==> src/core/ascp_pkg.sv <==
// Constants shared by the serial command port of the converter
package ascp_pkg;
  // Configuration register indices
  localparam logic [1:0] REG_INPUT_AMP = 2'h0;
  localparam logic [1:0] REG_RATE_CONV = 2'h1;
  localparam logic [1:0] REG_REF_FILT = 2'h2;
  localparam logic [1:0] REG_ROUTE_RDY = 2'h3;
  localparam int REG_COUNT = 4;
  localparam logic [7:0] REG_RESET = 8'h00;
  // Register 0 field positions
  localparam int INPUT_SELECT_LSB = 4;
  localparam int AMP_FACTOR_LSB = 1;
  localparam int AMP_SKIP_BIT = 0;
  localparam logic [2:0] AMP_FORCED_MIN = 3'h3;
  // Register 1 field positions
  localparam int RATE_SELECT_LSB = 5;
  localparam int OP_MODE_LSB = 3;
  localparam int CONTINUOUS_BIT = 2;
  localparam int TEMP_SENSE_BIT = 1;
  localparam int BURNOUT_BIT = 0;
  // Register 3 field positions
  localparam int READY_ON_DOUT_BIT = 1;
  localparam logic [7:0] REG3_WRITE_MASK = 8'hFE;
  // Command opcodes in the high nibble
  localparam logic [3:0] CMD_READ_RESULT = 4'h1;
  localparam logic [3:0] CMD_REG_READ = 4'h2;
  localparam logic [3:0] CMD_REG_WRITE = 4'h4;
  // Link framing
  localparam logic [2:0] BIT_LAST = 3'h7;
  localparam logic [5:0] RESULT_BITS = 6'h10;
  localparam int RESULT_W = 16;
  localparam int OUT_W = 32;
  localparam int BUF_DEPTH = 2;
  // Command decoder states
  typedef enum logic [1:0] {
    ASCP_DECODE,
    ASCP_BUSY,
    ASCP_WDATA
  } ascp_cmd_e;
endpackage

==> src/core/ascp_buf.sv <==
// Two-entry valid/ready buffer for conversion results
`timescale 1ns/1ps
`default_nettype none
module ascp_buf #(
  parameter int W = 16,
  parameter int DEPTH = 2
) (
  // Clock and reset
  input wire logic ref_clk,
  input wire logic rstn,
  // Filling side
  input wire logic in_valid,
  output logic in_ready,
  input wire logic [W-1:0] in_data,
  // Draining side
  output logic out_valid,
  input wire logic out_ready,
  output logic [W-1:0] out_data
);
  localparam int AW = $clog2(DEPTH);
  logic [W-1:0] mem_r [DEPTH];
  logic [AW-1:0] wr_r;
  logic [AW-1:0] rd_r;
  logic [AW:0] cnt_r;
  logic push;
  logic pop;

  // Handshakes on both sides
  assign push = in_valid && in_ready;
  assign pop = out_valid && out_ready;
  assign out_valid = cnt_r != '0;
  assign out_data = mem_r[rd_r];

  // Storage write
  always_ff @(posedge ref_clk) begin
    if (push) begin
      mem_r[wr_r] <= in_data;
    end
  end

  // Pointers, fill count and registered ready
  always_ff @(posedge ref_clk or negedge rstn) begin
    if (!rstn) begin
      wr_r <= '0;
      rd_r <= '0;
      cnt_r <= '0;
      in_ready <= 1'b1;
    end else begin
      if (push) begin
        wr_r <= (wr_r == AW'(DEPTH - 1)) ? '0 : wr_r + 1'b1;
      end
      if (pop) begin
        rd_r <= (rd_r == AW'(DEPTH - 1)) ? '0 : rd_r + 1'b1;
      end
      if (push && !pop) begin
        cnt_r <= cnt_r + 1'b1;
        in_ready <= cnt_r != (AW + 1)'(DEPTH - 1);
      end else if (pop && !push) begin
        cnt_r <= cnt_r - 1'b1;
        in_ready <= 1'b1;
      end
    end
  end
endmodule
`default_nettype wire

==> src/core/ascp_port.sv <==
// Serial command port: command decode, result shifting, config registers
//
// Behaviour
// Decode commands on the input while result bits shift out, full duplex.
// Accept a command on any byte boundary of a result read.
// Register or result read command aborts a result read unless in its last byte.
// Requested data starts on the first rising clock after the command byte.
// Host keeps serial input low to read results without sending commands.
// Register write during a result read leaves the read intact.
// After a complete register write, pulse filter restart with new settings.
// Commands ignored while read executes; host reads all bits first.
// Output pin tri-stated whenever chip select is high.
// Ready flag pin is driven at all times.
// Chip select low with ready mode makes output show ready state at once.
// Polling host clocks eight bits low then eight high after each read.
// Host gives each device on a shared bus its own chip select.
// Four 8-bit config registers reached only by read and write commands.
// All config bits clear to zero on reset.
// Config registers keep their contents in power-down.
// Register 0 holds input select, amplifier factor and amplifier skip.
// Amplifier stays enabled for factors 8 to 128 whatever the skip bit.
// Host sets skip and low gains for single-ended inputs.
// Register 1 holds rate, mode, continuous, temp sense and burnout bits.
// Register 3 bit 0 reads zero and ignores writes.
// Opcodes 0010 read, 0100 write, 0001 result; low bits address and count.
// Config updates on the last falling clock of the write's last byte.
// Results shift out on rising clocks, most significant bit first, two bytes.
// Result read command loads the latest result into the shifter.
`timescale 1ns/1ps
`default_nettype none
module ascp_port (
  // Clock and reset
  input wire logic ref_clk,
  input wire logic rstn,
  // Serial link pins
  input wire logic sclk_pin,
  input wire logic cs_n_pin,
  input wire logic din_pin,
  output logic dout_pin,
  output logic dout_oe_n,
  output logic ready_flag_n_pin,
  // Conversion results
  input wire logic [ascp_pkg::RESULT_W-1:0] conv_data,
  input wire logic conv_valid,
  output logic conv_ready,
  // Converter control
  output logic [7:0] cfg_input_amp,
  output logic [7:0] cfg_rate_conv,
  output logic [7:0] cfg_ref_filt,
  output logic [7:0] cfg_route_rdy,
  output logic amp_enable,
  output logic filter_restart
);
  import ascp_pkg::*;

  logic sclk_s1_r, sclk_s2_r, sclk_s3_r;
  logic cs_s1_r, cs_s2_r;
  logic din_s1_r, din_s2_r;
  logic rise, fall, link_on, byte_done;
  logic [2:0] fall_cnt_r;
  logic [7:0] in_sh_r;
  logic [7:0] in_byte;
  logic [3:0] op;
  logic [1:0] rr;
  logic [1:0] nn;
  logic dec, ld_rdata, ld_register_read_cmd, go_register_write_cmd, wr_last, res_start, pop;
  ascp_cmd_e cst_r;
  logic [1:0] wr_addr_r;
  logic [1:0] wr_left_r;
  logic [7:0] pend_r [REG_COUNT];
  logic [REG_COUNT-1:0] pend_we_r;
  logic [7:0] cfg_r [REG_COUNT];
  logic [OUT_W-1:0] out_sh_r;
  logic [5:0] out_left_r;
  logic bit_r, hold_r;
  logic [RESULT_W-1:0] lat_res_r;
  logic new_data_r;
  logic buf_valid;
  logic [RESULT_W-1:0] buf_data;

  // Keep register 3 bit 0 at zero
  function automatic logic [7:0] reg_mask(input logic [1:0] idx, input logic [7:0] v);
    reg_mask = (idx == REG_ROUTE_RDY) ? (v & REG3_WRITE_MASK) : v;
  endfunction

  // Gather all four registers from a start index, wrapping
  function automatic logic [OUT_W-1:0] reg_word(input logic [1:0] start);
    logic [1:0] idx;
    reg_word = '0;
    for (int k = 0; k < REG_COUNT; k++) begin
      idx = start + 2'(k);
      reg_word[OUT_W-1-8*k -: 8] = cfg_r[idx];
    end
  endfunction

  ////////////////////////////////////////////////////////////////////////
  // Pin synchronisers

  // Two flops per pin, third clock stage for edge finding
  always_ff @(posedge ref_clk or negedge rstn) begin
    if (!rstn) begin
      sclk_s1_r <= 1'b0;
      sclk_s2_r <= 1'b0;
      sclk_s3_r <= 1'b0;
      cs_s1_r <= 1'b1;
      cs_s2_r <= 1'b1;
      din_s1_r <= 1'b0;
      din_s2_r <= 1'b0;
    end else begin
      sclk_s1_r <= sclk_pin;
      sclk_s2_r <= sclk_s1_r;
      sclk_s3_r <= sclk_s2_r;
      cs_s1_r <= cs_n_pin;
      cs_s2_r <= cs_s1_r;
      din_s1_r <= din_pin;
      din_s2_r <= din_s1_r;
    end
  end

  // Link edges and command decode
  always_comb begin
    link_on = !cs_s2_r;
    rise = link_on && sclk_s2_r && !sclk_s3_r;
    fall = link_on && !sclk_s2_r && sclk_s3_r;
    byte_done = fall && (fall_cnt_r == BIT_LAST);
    in_byte = {in_sh_r[6:0], din_s2_r};
    op = in_byte[7:4];
    rr = in_byte[3:2];
    nn = in_byte[1:0];
    dec = byte_done && (cst_r == ASCP_DECODE);
    ld_rdata = dec && (op == CMD_READ_RESULT);
    ld_register_read_cmd = dec && (op == CMD_REG_READ);
    go_register_write_cmd = dec && (op == CMD_REG_WRITE);
    wr_last = byte_done && (cst_r == ASCP_WDATA) && (wr_left_r == 2'h0);
    res_start = rise && (out_left_r == 6'h00) && (cst_r == ASCP_DECODE)
                && (fall_cnt_r == 3'h0) && new_data_r;
    pop = buf_valid && (out_left_r == 6'h00);
  end

  ////////////////////////////////////////////////////////////////////////
  // Input side

  // Bit counter and input shifter, sampled on falling clocks
  always_ff @(posedge ref_clk or negedge rstn) begin
    if (!rstn) begin
      fall_cnt_r <= 3'h0;
      in_sh_r <= 8'h00;
    end else if (!link_on) begin
      fall_cnt_r <= 3'h0;
    end else if (fall) begin
      fall_cnt_r <= fall_cnt_r + 3'h1;
      in_sh_r <= in_byte;
    end
  end

  // Command state, write collection
  always_ff @(posedge ref_clk or negedge rstn) begin
    if (!rstn) begin
      cst_r <= ASCP_DECODE;
      wr_addr_r <= 2'h0;
      wr_left_r <= 2'h0;
      pend_we_r <= '0;
      for (int k = 0; k < REG_COUNT; k++) begin
        pend_r[k] <= REG_RESET;
      end
    end else if (!link_on) begin
      cst_r <= ASCP_DECODE;
      pend_we_r <= '0;
    end else if (byte_done) begin
      unique case (cst_r)
        ASCP_DECODE: begin
          if (ld_rdata || ld_register_read_cmd) begin
            cst_r <= ASCP_BUSY;
          end else if (go_register_write_cmd) begin
            cst_r <= ASCP_WDATA;
            wr_addr_r <= rr;
            wr_left_r <= nn;
            pend_we_r <= '0;
          end
        end
        ASCP_BUSY: begin
          if (out_left_r == 6'h00) begin
            cst_r <= ASCP_DECODE;
          end
        end
        ASCP_WDATA: begin
          pend_r[wr_addr_r] <= in_byte;
          pend_we_r[wr_addr_r] <= 1'b1;
          wr_addr_r <= wr_addr_r + 2'h1;
          if (wr_left_r == 2'h0) begin
            cst_r <= ASCP_DECODE;
          end else begin
            wr_left_r <= wr_left_r - 2'h1;
          end
        end
      endcase
    end
  end

  ////////////////////////////////////////////////////////////////////////
  // Configuration registers

  // Commit all written bytes together on the last falling clock
  always_ff @(posedge ref_clk or negedge rstn) begin
    if (!rstn) begin
      for (int k = 0; k < REG_COUNT; k++) begin
        cfg_r[k] <= REG_RESET;
      end
    end else if (wr_last) begin
      for (int k = 0; k < REG_COUNT; k++) begin
        if (2'(k) == wr_addr_r) begin
          cfg_r[k] <= reg_mask(2'(k), in_byte);
        end else if (pend_we_r[k]) begin
          cfg_r[k] <= reg_mask(2'(k), pend_r[k]);
        end
      end
    end
  end

  // Restart pulse and amplifier enable toward the converter
  always_ff @(posedge ref_clk or negedge rstn) begin
    if (!rstn) begin
      filter_restart <= 1'b0;
      amp_enable <= 1'b1;
    end else begin
      filter_restart <= wr_last;
      amp_enable <= !cfg_r[REG_INPUT_AMP][AMP_SKIP_BIT]
                    || (cfg_r[REG_INPUT_AMP][AMP_FACTOR_LSB +: 3] >= AMP_FORCED_MIN);
    end
  end

  // Field view of the registers; no power-down path touches them
  assign cfg_input_amp = cfg_r[REG_INPUT_AMP];
  assign cfg_rate_conv = cfg_r[REG_RATE_CONV];
  assign cfg_ref_filt = cfg_r[REG_REF_FILT];
  assign cfg_route_rdy = cfg_r[REG_ROUTE_RDY];

  ////////////////////////////////////////////////////////////////////////
  // Results

  ascp_buf #(
    .W(RESULT_W),
    .DEPTH(BUF_DEPTH)
  ) u_buf (
    .ref_clk(ref_clk),
    .rstn(rstn),
    .in_valid(conv_valid),
    .in_ready(conv_ready),
    .in_data(conv_data),
    .out_valid(buf_valid),
    .out_ready(out_left_r == 6'h00),
    .out_data(buf_data)
  );

  // Latest result, taken from the buffer only between reads
  always_ff @(posedge ref_clk or negedge rstn) begin
    if (!rstn) begin
      lat_res_r <= '0;
    end else if (pop) begin
      lat_res_r <= buf_data;
    end
  end

  // Unread-result flag, a new result wins over the read that clears it
  always_ff @(posedge ref_clk or negedge rstn) begin
    if (!rstn) begin
      new_data_r <= 1'b0;
    end else if (pop) begin
      new_data_r <= 1'b1;
    end else if (res_start || ld_rdata) begin
      new_data_r <= 1'b0;
    end
  end

  ////////////////////////////////////////////////////////////////////////
  // Output shifter

  // Load on command byte end, shift on rising clocks
  always_ff @(posedge ref_clk or negedge rstn) begin
    if (!rstn) begin
      out_sh_r <= '0;
      out_left_r <= 6'h00;
      bit_r <= 1'b1;
      hold_r <= 1'b0;
    end else if (!link_on) begin
      out_left_r <= 6'h00;
      hold_r <= 1'b0;
    end else if (ld_rdata) begin
      out_sh_r <= {lat_res_r, 16'h0000};
      out_left_r <= RESULT_BITS;
    end else if (ld_register_read_cmd) begin
      out_sh_r <= reg_word(rr);
      out_left_r <= {3'(nn) + 3'h1, 3'h0};
    end else if (res_start) begin
      bit_r <= lat_res_r[RESULT_W-1];
      out_sh_r <= {lat_res_r[RESULT_W-2:0], 17'h00000};
      out_left_r <= RESULT_BITS - 6'h01;
      hold_r <= 1'b0;
    end else if (rise && (out_left_r != 6'h00)) begin
      bit_r <= out_sh_r[OUT_W-1];
      out_sh_r <= {out_sh_r[OUT_W-2:0], 1'b0};
      out_left_r <= out_left_r - 6'h01;
      hold_r <= out_left_r == 6'h01;
    end else if (fall) begin
      hold_r <= 1'b0;
    end
  end

  // Pin drivers: data bit while shifting, ready state when idle
  always_ff @(posedge ref_clk or negedge rstn) begin
    if (!rstn) begin
      dout_pin <= 1'b1;
      dout_oe_n <= 1'b1;
      ready_flag_n_pin <= 1'b1;
    end else begin
      dout_oe_n <= cs_s2_r;
      ready_flag_n_pin <= !new_data_r;
      if ((out_left_r == 6'h00) && !hold_r
          && cfg_r[REG_ROUTE_RDY][READY_ON_DOUT_BIT]) begin
        dout_pin <= !new_data_r;
      end else begin
        dout_pin <= bit_r;
      end
    end
  end
endmodule
`default_nettype wire

==> config.mk <==
export PLATFORM = sky130hd
export DESIGN_NAME = ascp_port
export DESIGN_NICKNAME = d
export VERILOG_FILES = /design/src/core/ascp_pkg.sv /design/src/core/ascp_buf.sv /design/src/core/ascp_port.sv
export SDC_FILE = /design/constraint.sdc
export NUM_CORES = 1
export LEC_CHECK = 0
export BUFFER_PORTS_ARGS = -buffer_cell sky130_fd_sc_hd__buf_4
export CORE_MARGIN = 3
export CORE_UTILIZATION = 30
export CTS_BUF_LIST = sky130_fd_sc_hd__clkbuf_4 sky130_fd_sc_hd__clkbuf_8
export CTS_CLUSTER_SIZE = 40
export DETAILED_ROUTE_END_ITERATION = 16
export GPL_ROUTABILITY_DRIVEN = 0
export HOLD_SLACK_MARGIN = 0.12
export SYNTH_ARGS = -nofsm -noshare
export SYNTH_HDL_FRONTEND = slang
export SYNTH_SLANG_ARGS = --single-unit
==> constraint.sdc <==
create_clock -name ref_clk -period 3.1 [get_ports ref_clk]
set_input_delay 0.465 -clock ref_clk [delete_from_list [all_inputs] [get_ports ref_clk]]
set_output_delay 0.465 -clock ref_clk [all_outputs]
set_load 0.03 [all_outputs]
# Word level (Yosys, flattened, before mapping)
# Memory sizes are Yosys's and may differ from the RTL's. A register that Yosys moved wholly into a read port is not among the register bits.
# Index checks and enable logic that the tools add are counted.
totals:
  mem_bits_rw: 32
  reg_bits: 142
  wordCells: 231
  out_inout_bits: 38
  mem_count: 1
classes:
  bitwise_logic: 9
  mux: 74
  n_lt_le_gt_ge: 9
  eq_ne: 21
  reduce_logical: 70
  add_sub_neg: 12
memory_table:
  columns: ["name", "depth", "width", "read_ports", "rd_ports_with_merged_regs", "wr", "line_no", "source"]
  rows:
  - ["u_buf.mem_r", 2, 16, 1, 1, 1, "ascp_buf.sv:21", "logic [W-1:0] mem_r [DEPTH];"]
ops:
  columns: ["operator", "count"]
  rows:
  - ["$mux W8", 17]
  - ["$mux W32", 4]
  - ["$bmux W8 S2", 4]
  - ["$bwmux W32", 1]
  - ["$mux W6", 5]
  - ["$mux W2", 13]
  - ["$logic_and A1 B1 Y1", 24]
  - ["$reduce_bool A2 Y1", 11]
  - ["$mux W1", 18]
  - ["$demux W8 S2", 1]
  - ["$mux W4", 4]
  - ["$ge A3 B3 Y1 const B", 5]
  - ["$not A2 Y3", 5]
  - ["$reduce_and A2 Y1", 6]
  - ["$reduce_and A4 Y1", 3]
  - ["$ne A2 B2 Y1 const B", 5]
  - ["$logic_not A1 Y1", 9]
  - ["$pmux W2 S2", 2]
  - ["$pmux W4 S2", 1]
  - ["$reduce_bool A4 Y1", 2]
  - ["$add A2 B1 Y2 const B", 3]
  - ["$eq A6 B1 Y1 const B", 1]
  - ["$logic_not A2 Y1", 3]
  - ["$logic_not A6 Y1", 1]
  - ["other kinds (35)", 47]

# Depth between registers and ports, before layout
depth:
  word_depth: 11
  ltp_mapped: 9
  depth_no_buf: 9

# By module
# Synthesis repeated with hierarchy kept, for this count alone.
hier_totals:
  cells_unflattened: 807
  area_unflattened_um2: 8979.9
modules_own_cells:
  columns: ["module", "n_inst", "cells_per_inst", "area_each_um2", "seq_area_each_um2"]
  rows:
  - ["ascp_port", 1, 733, 7516.0, 3787.4]
  - ["ascp_buf", 1, 74, 1463.9, 1087.3]

# Worst setup path before layout
# Ideal clock, no wire load.
synth_path:
  path_kind: "flip-flop to flip-flop"
  start: "reg out_left_r[0]"
  end: "reg u_buf.in_ready"
  path_slack_ns: 0.883
  stages_incl_launch_ff: 9
  synth_period_minus_slack_ns: 2.217
  t_arrival_ns: 2.134
  n_path_buf: 0
  cell_sequence: "dfrtp_1 inv_1 ha_1 nor2b_1 nand2_1 nor2_1 inv_1 ha_1 mux2_2"
synth_via:
  elab_chain_cells: 5
  word_cells_on_any_way: 7
  classes_between: "mux (1); reduce/logical (6)"
synth_lines:
  columns: ["item", "line_no", "source"]
  rows:
  - ["start, declared", "ascp_port.sv:74", "logic [5:0] out_left_r;"]
  - ["start signal, assigned", "ascp_port.sv:293", "out_left_r <= {3'(nn) + 3'h1, 3'h0};"]
  - ["start signal, assigned", "ascp_port.sv:297", "out_left_r <= RESULT_BITS - 6'h01;"]
  - ["start signal, assigned", "ascp_port.sv:302", "out_left_r <= out_left_r - 6'h01;"]
  - ["$logic_not A6 Y1 *", "ascp_port.sv:251", ".out_ready(out_left_r == 6'h00),"]
  - ["$logic_and A1 B1 Y1 *", "ascp_buf.sv:30", "assign pop = out_valid && out_ready;"]
  - ["$logic_not A1 Y1", "ascp_buf.sv:55", "if (push && !pop) begin"]
  - ["$logic_and A1 B1 Y1", "ascp_buf.sv:55", null]
  - ["$mux W1 or $reduce_bool A2 Y1 (tied branches)", null, null]
  - ["end signal, assigned", "ascp_buf.sv:57", "in_ready <= cnt_r != (AW + 1)'(DEPTH - 1);"]
  - ["end, declared", "ascp_buf.sv:13", "output logic in_ready,"]
# Mark *: on every way between the ends. The rest lies on a longest branch, timed or not.
# A chain may end at the register's enable or synchronous reset.

# Worst setup path in the final report
layout_path:
  start: "reg cst_r[0]"
  end: "reg out_sh_r[13]"
layout_via:
  elab_chain_cells: 7
  word_cells_on_any_way: 12
  classes_between: "mux (3); reduce/logical (9)"
layout_lines:
  columns: ["item", "line_no", "source"]
  rows:
  - ["start, declared", "ascp_port.sv:67", "ascp_cmd_e cst_r;"]
  - ["start signal, assigned", "ascp_port.sv:159", "cst_r <= ASCP_DECODE;"]
  - ["start signal, assigned", "ascp_port.sv:167", "cst_r <= ASCP_DECODE;"]
  - ["start signal, assigned", "ascp_port.sv:173", "cst_r <= ASCP_BUSY;"]
  - ["$logic_not A2 Y1 *", "ascp_port.sv:130, ascp_port.sv:135", null]
  - ["$logic_and A1 B1 Y1", "ascp_port.sv:135", "res_start = rise && (out_left_r == 6'h00) && (cst_r == ASCP_DECODE)"]
  - ["$logic_and A1 B1 Y1 (2 in series)", "ascp_port.sv:136", "&& (fall_cnt_r == 3'h0) && new_data_r;"]
  - ["$mux W32", "ascp_port.sv:294", "end else if (res_start) begin"]
  - ["$mux W32", "ascp_port.sv:291", "end else if (ld_register_read_cmd) begin"]
  - ["$mux W32", "ascp_port.sv:288", "end else if (ld_rdata) begin"]
  - ["end signal, assigned", "ascp_port.sv:289", "out_sh_r <= {lat_res_r, 16'h0000};"]
  - ["end signal, assigned", "ascp_port.sv:292", "out_sh_r <= reg_word(rr);"]
  - ["end signal, assigned", "ascp_port.sv:296", "out_sh_r <= {lat_res_r[RESULT_W-2:0], 17'h00000};"]
  - ["end, declared", "ascp_port.sv:73", "logic [OUT_W-1:0] out_sh_r;"]
# Marked as above.

==> metrics.cfg <==
[status]
status = finished, final reports clean

[timing]
finalSetupViolCount = 0
timing.fmax_mhz = 421.7
fin_crit_sh = 0.7650
tightest_slew_ps = 961.7
layout_min_cycle_time_ps = 2372
tns_ps = 0
slew_viol_final = 0
finClkSkew_ps = 19.35
rsz0062_at_grt = false
slew_headroom = 0.3589
layout_setup_ws_ps = 728.4
hold_violations = 0

[finish]
fin_area_um2 = 10500
area_growth_syn_to_layout_pct = 14.09
antenna_cells = 0
drive_gt1_frac = 0.2398
final_cell_count_no_fill = 1245
fin_nets = 881

[power]
internal_power_mw = 4.256
power.share.clock = 0.258
switching_power_mw = 2.285
powerDensity_nw_per_um2 = 623.1
combinationalPowerShare = 0.209
netSwitchingFraction = 0.3493
p_seq_frac = 0.533
ir_worst_vdd_uv = 348.3
p_total_mw = 6.541
total_leakage_power_nw = 4.495

[synthesis]
synth-seq-cells = 188
synth-edff-count = 32
yosys-top-cells-count = 148 x dfrtp_1, 95 x nand2_1, 78 x nor2_1
ys.flop_type = dfrtp_1
synth_area_leaders = dfrtp_1 40%, edfxtp_1 10%, mux4_2 6.9%
netlist_area_um2 = 9201
yosysSeqAreaShare = 0.5298
synth_top_area_share = 0.4025
yosysMostFrequentCell = dfrtp_1
synth_largest_area_cell = dfrtp_1
synth_fp_nets = 832
yosysWarnings = 0
syn_inst = 793
ys_types = 61
async_flop_share = 0.8298
syn_area_per_cell_um2 = 11.60

[setup_path]
path_cells = inv_1 > ha_1 > nor3b_1 > nand4b_1 > buf_4 > o211a_1 > a221oi_1 > nor2_1
slowest_delay_ps = 420
cp_max_fo = 14
setup.worst_path.class = reg -> reg
slowest_stage = nor3b_1
critPathLaunchType = register
critPathCaptureType = register
cp.required_ps = 3460
arrival_ps = 2730

[clock_network]
root_buffer = clkbuf_8
clock_sinks = 188
clock_latency_ps = 480
cts-htree-levels = 4
cts_max_path_buffers = 2
tritoncts.num_buffers = 17
cts_tree = yes
path_clk_slew_ps = 120

[detailed_routing]
drc = 0
dr.pass1.iters = 5
wl_per_cell_um = 17.75
via_count = 6400
viasPerCell = 5.141
initialDrtViolationCount = 436
route.antenna.remaining_nets = 0
wirelength_um = 22100

[global_routing]
grt_pass1_vias = 6328
overflow = 0
grt_pass1_wl_um = 36360
grtUsageTotal = 0.1383
antenna_found_initial = 0
grt_max_degree = 65

[die]
die_area_um2 = 32810
core-area_um2 = 29950
die_h_um = 181.1
rows = 63
initial_core_util = 0.3072
die_x_um = 181.1
io_pins = 60

[flow_run]
max_cap_viol_count = 0

[placement]
dp_hpwl_um = 15580
place_area_um2 = 10030
placed_cells = 1209
pre_cts_ws_ps = 770.5
portBuffers = 58

[min_path]
hold_path.class = in -> reg

## sequential cells by signal (all words and copies together), names as in the netlist, 8 cells and up
| signal | cells |
|---|---|
| pend_r | 31 |
| lat_res_r | 16 |
| cfg_input_amp | 8 |
| cfg_rate_conv | 8 |
| cfg_ref_filt | 8 |
| u_buf.mem_r | 32 |
| out_sh_r | 32 |
## cells by family (layout without fill, tap and decap cells)
logic type,after synthesis,in the layout,synth area share
xor+xnor,8,8,0.007615
compound gates,162,162,0.1116
other cells,1,1,0.0004076
fa+ha+maj,17,17,0.02312
flops,188,188,0.5298
mux,122,122,0.1762
buf+inv,76,138,0.04215
simple gates,219,219,0.1091
## stage by stage
step	utilization	hold WS [ps]
after detailed placement	0.3350	345.7
after global routing	0.3505	128.7
after CTS	0.3505	138.0
after global placement	0.3350	336.2
after floorplan	-	169.4
final	0.3505	160.0
## routing by layer
metal	track usage	vias to the layer above	wire length [um]
li1	-	2970	-
met1	0.1959	3257	10410
met2	0.2225	156	10600
met3	0.02315	17	863
met4	0.03352	0	226
met5	0	-	0
## path summary, 6_finish.rpt
kind                            cells past startpoint           endpoint    startpoint  slack [ps]
worst min register to register                      0            cs_s2_r       cs_s1_r         360
worst min-delay path                                1  u_buf.mem_r[1][2]  conv_data[2]         160
max in group asynchronous                           3   ready_flag_n_pin          rstn        1800
min in group asynchronous                           2    cfg_ref_filt[5]          rstn         540
worst max register to register                      8       out_sh_r[13]      cst_r[0]         730
worst max-delay path                                8       out_sh_r[13]      cst_r[0]         730
## worst max-delay path, delay by kind of cell (launching register included)
| family | cells | cell delay (ps) |
|---|---|---|
| and+or+nand+nor | 3 | 690 |
| AOI/OAI and AO/OA | 2 | 650 |
| DFF | 1 | 400 |
| buffers and inverters | 2 | 350 |
| adders and majority gates | 1 | 170 |
## final cells by class
type                       count  area (um2)
clock buffer                  17       234.0
clock inverter                15       188.9
inverter                      19       71.32
tap                          390       488.0
multi-input combinational    529        3946
fill                        2962       19460
sequential                   188        4877
timing repair buffer          87       691.9
## cell usage in the layout (no fill, tap or decap), drive strengths merged, types with 14 or more instances in the layout
master,netlist,layout
inv,19,26
a31oi,19,19
clkbuf,42,17
nand2,96,96
mux2,40,40
dfrtp,148,148
a21oi,34,34
a221oi,14,14
edfxtp,32,32
ha,17,17
mux2i,54,54
o21ai,61,61
a311o,15,15
buf,14,83
mux4,28,28
nor2,78,78
## power by group through the flow
stage               registers, mW  logic [mW]  clock network (mW)
floorplan                    3.18        1.27                   0
finish                       3.48        1.37                1.69
global placement             3.53        1.35                   0
CTS                          3.49        1.39                1.72
detailed placement           3.54        1.39                   0
global route                 3.57        1.54                1.84
## what timing repair did
item	CTS	global route
resized for setup	0	0
hold endpoints to repair	64	0
buffers inserted	0	0
hold buffers	4	0
Note: power is estimated with default switching activity, not from simulation.
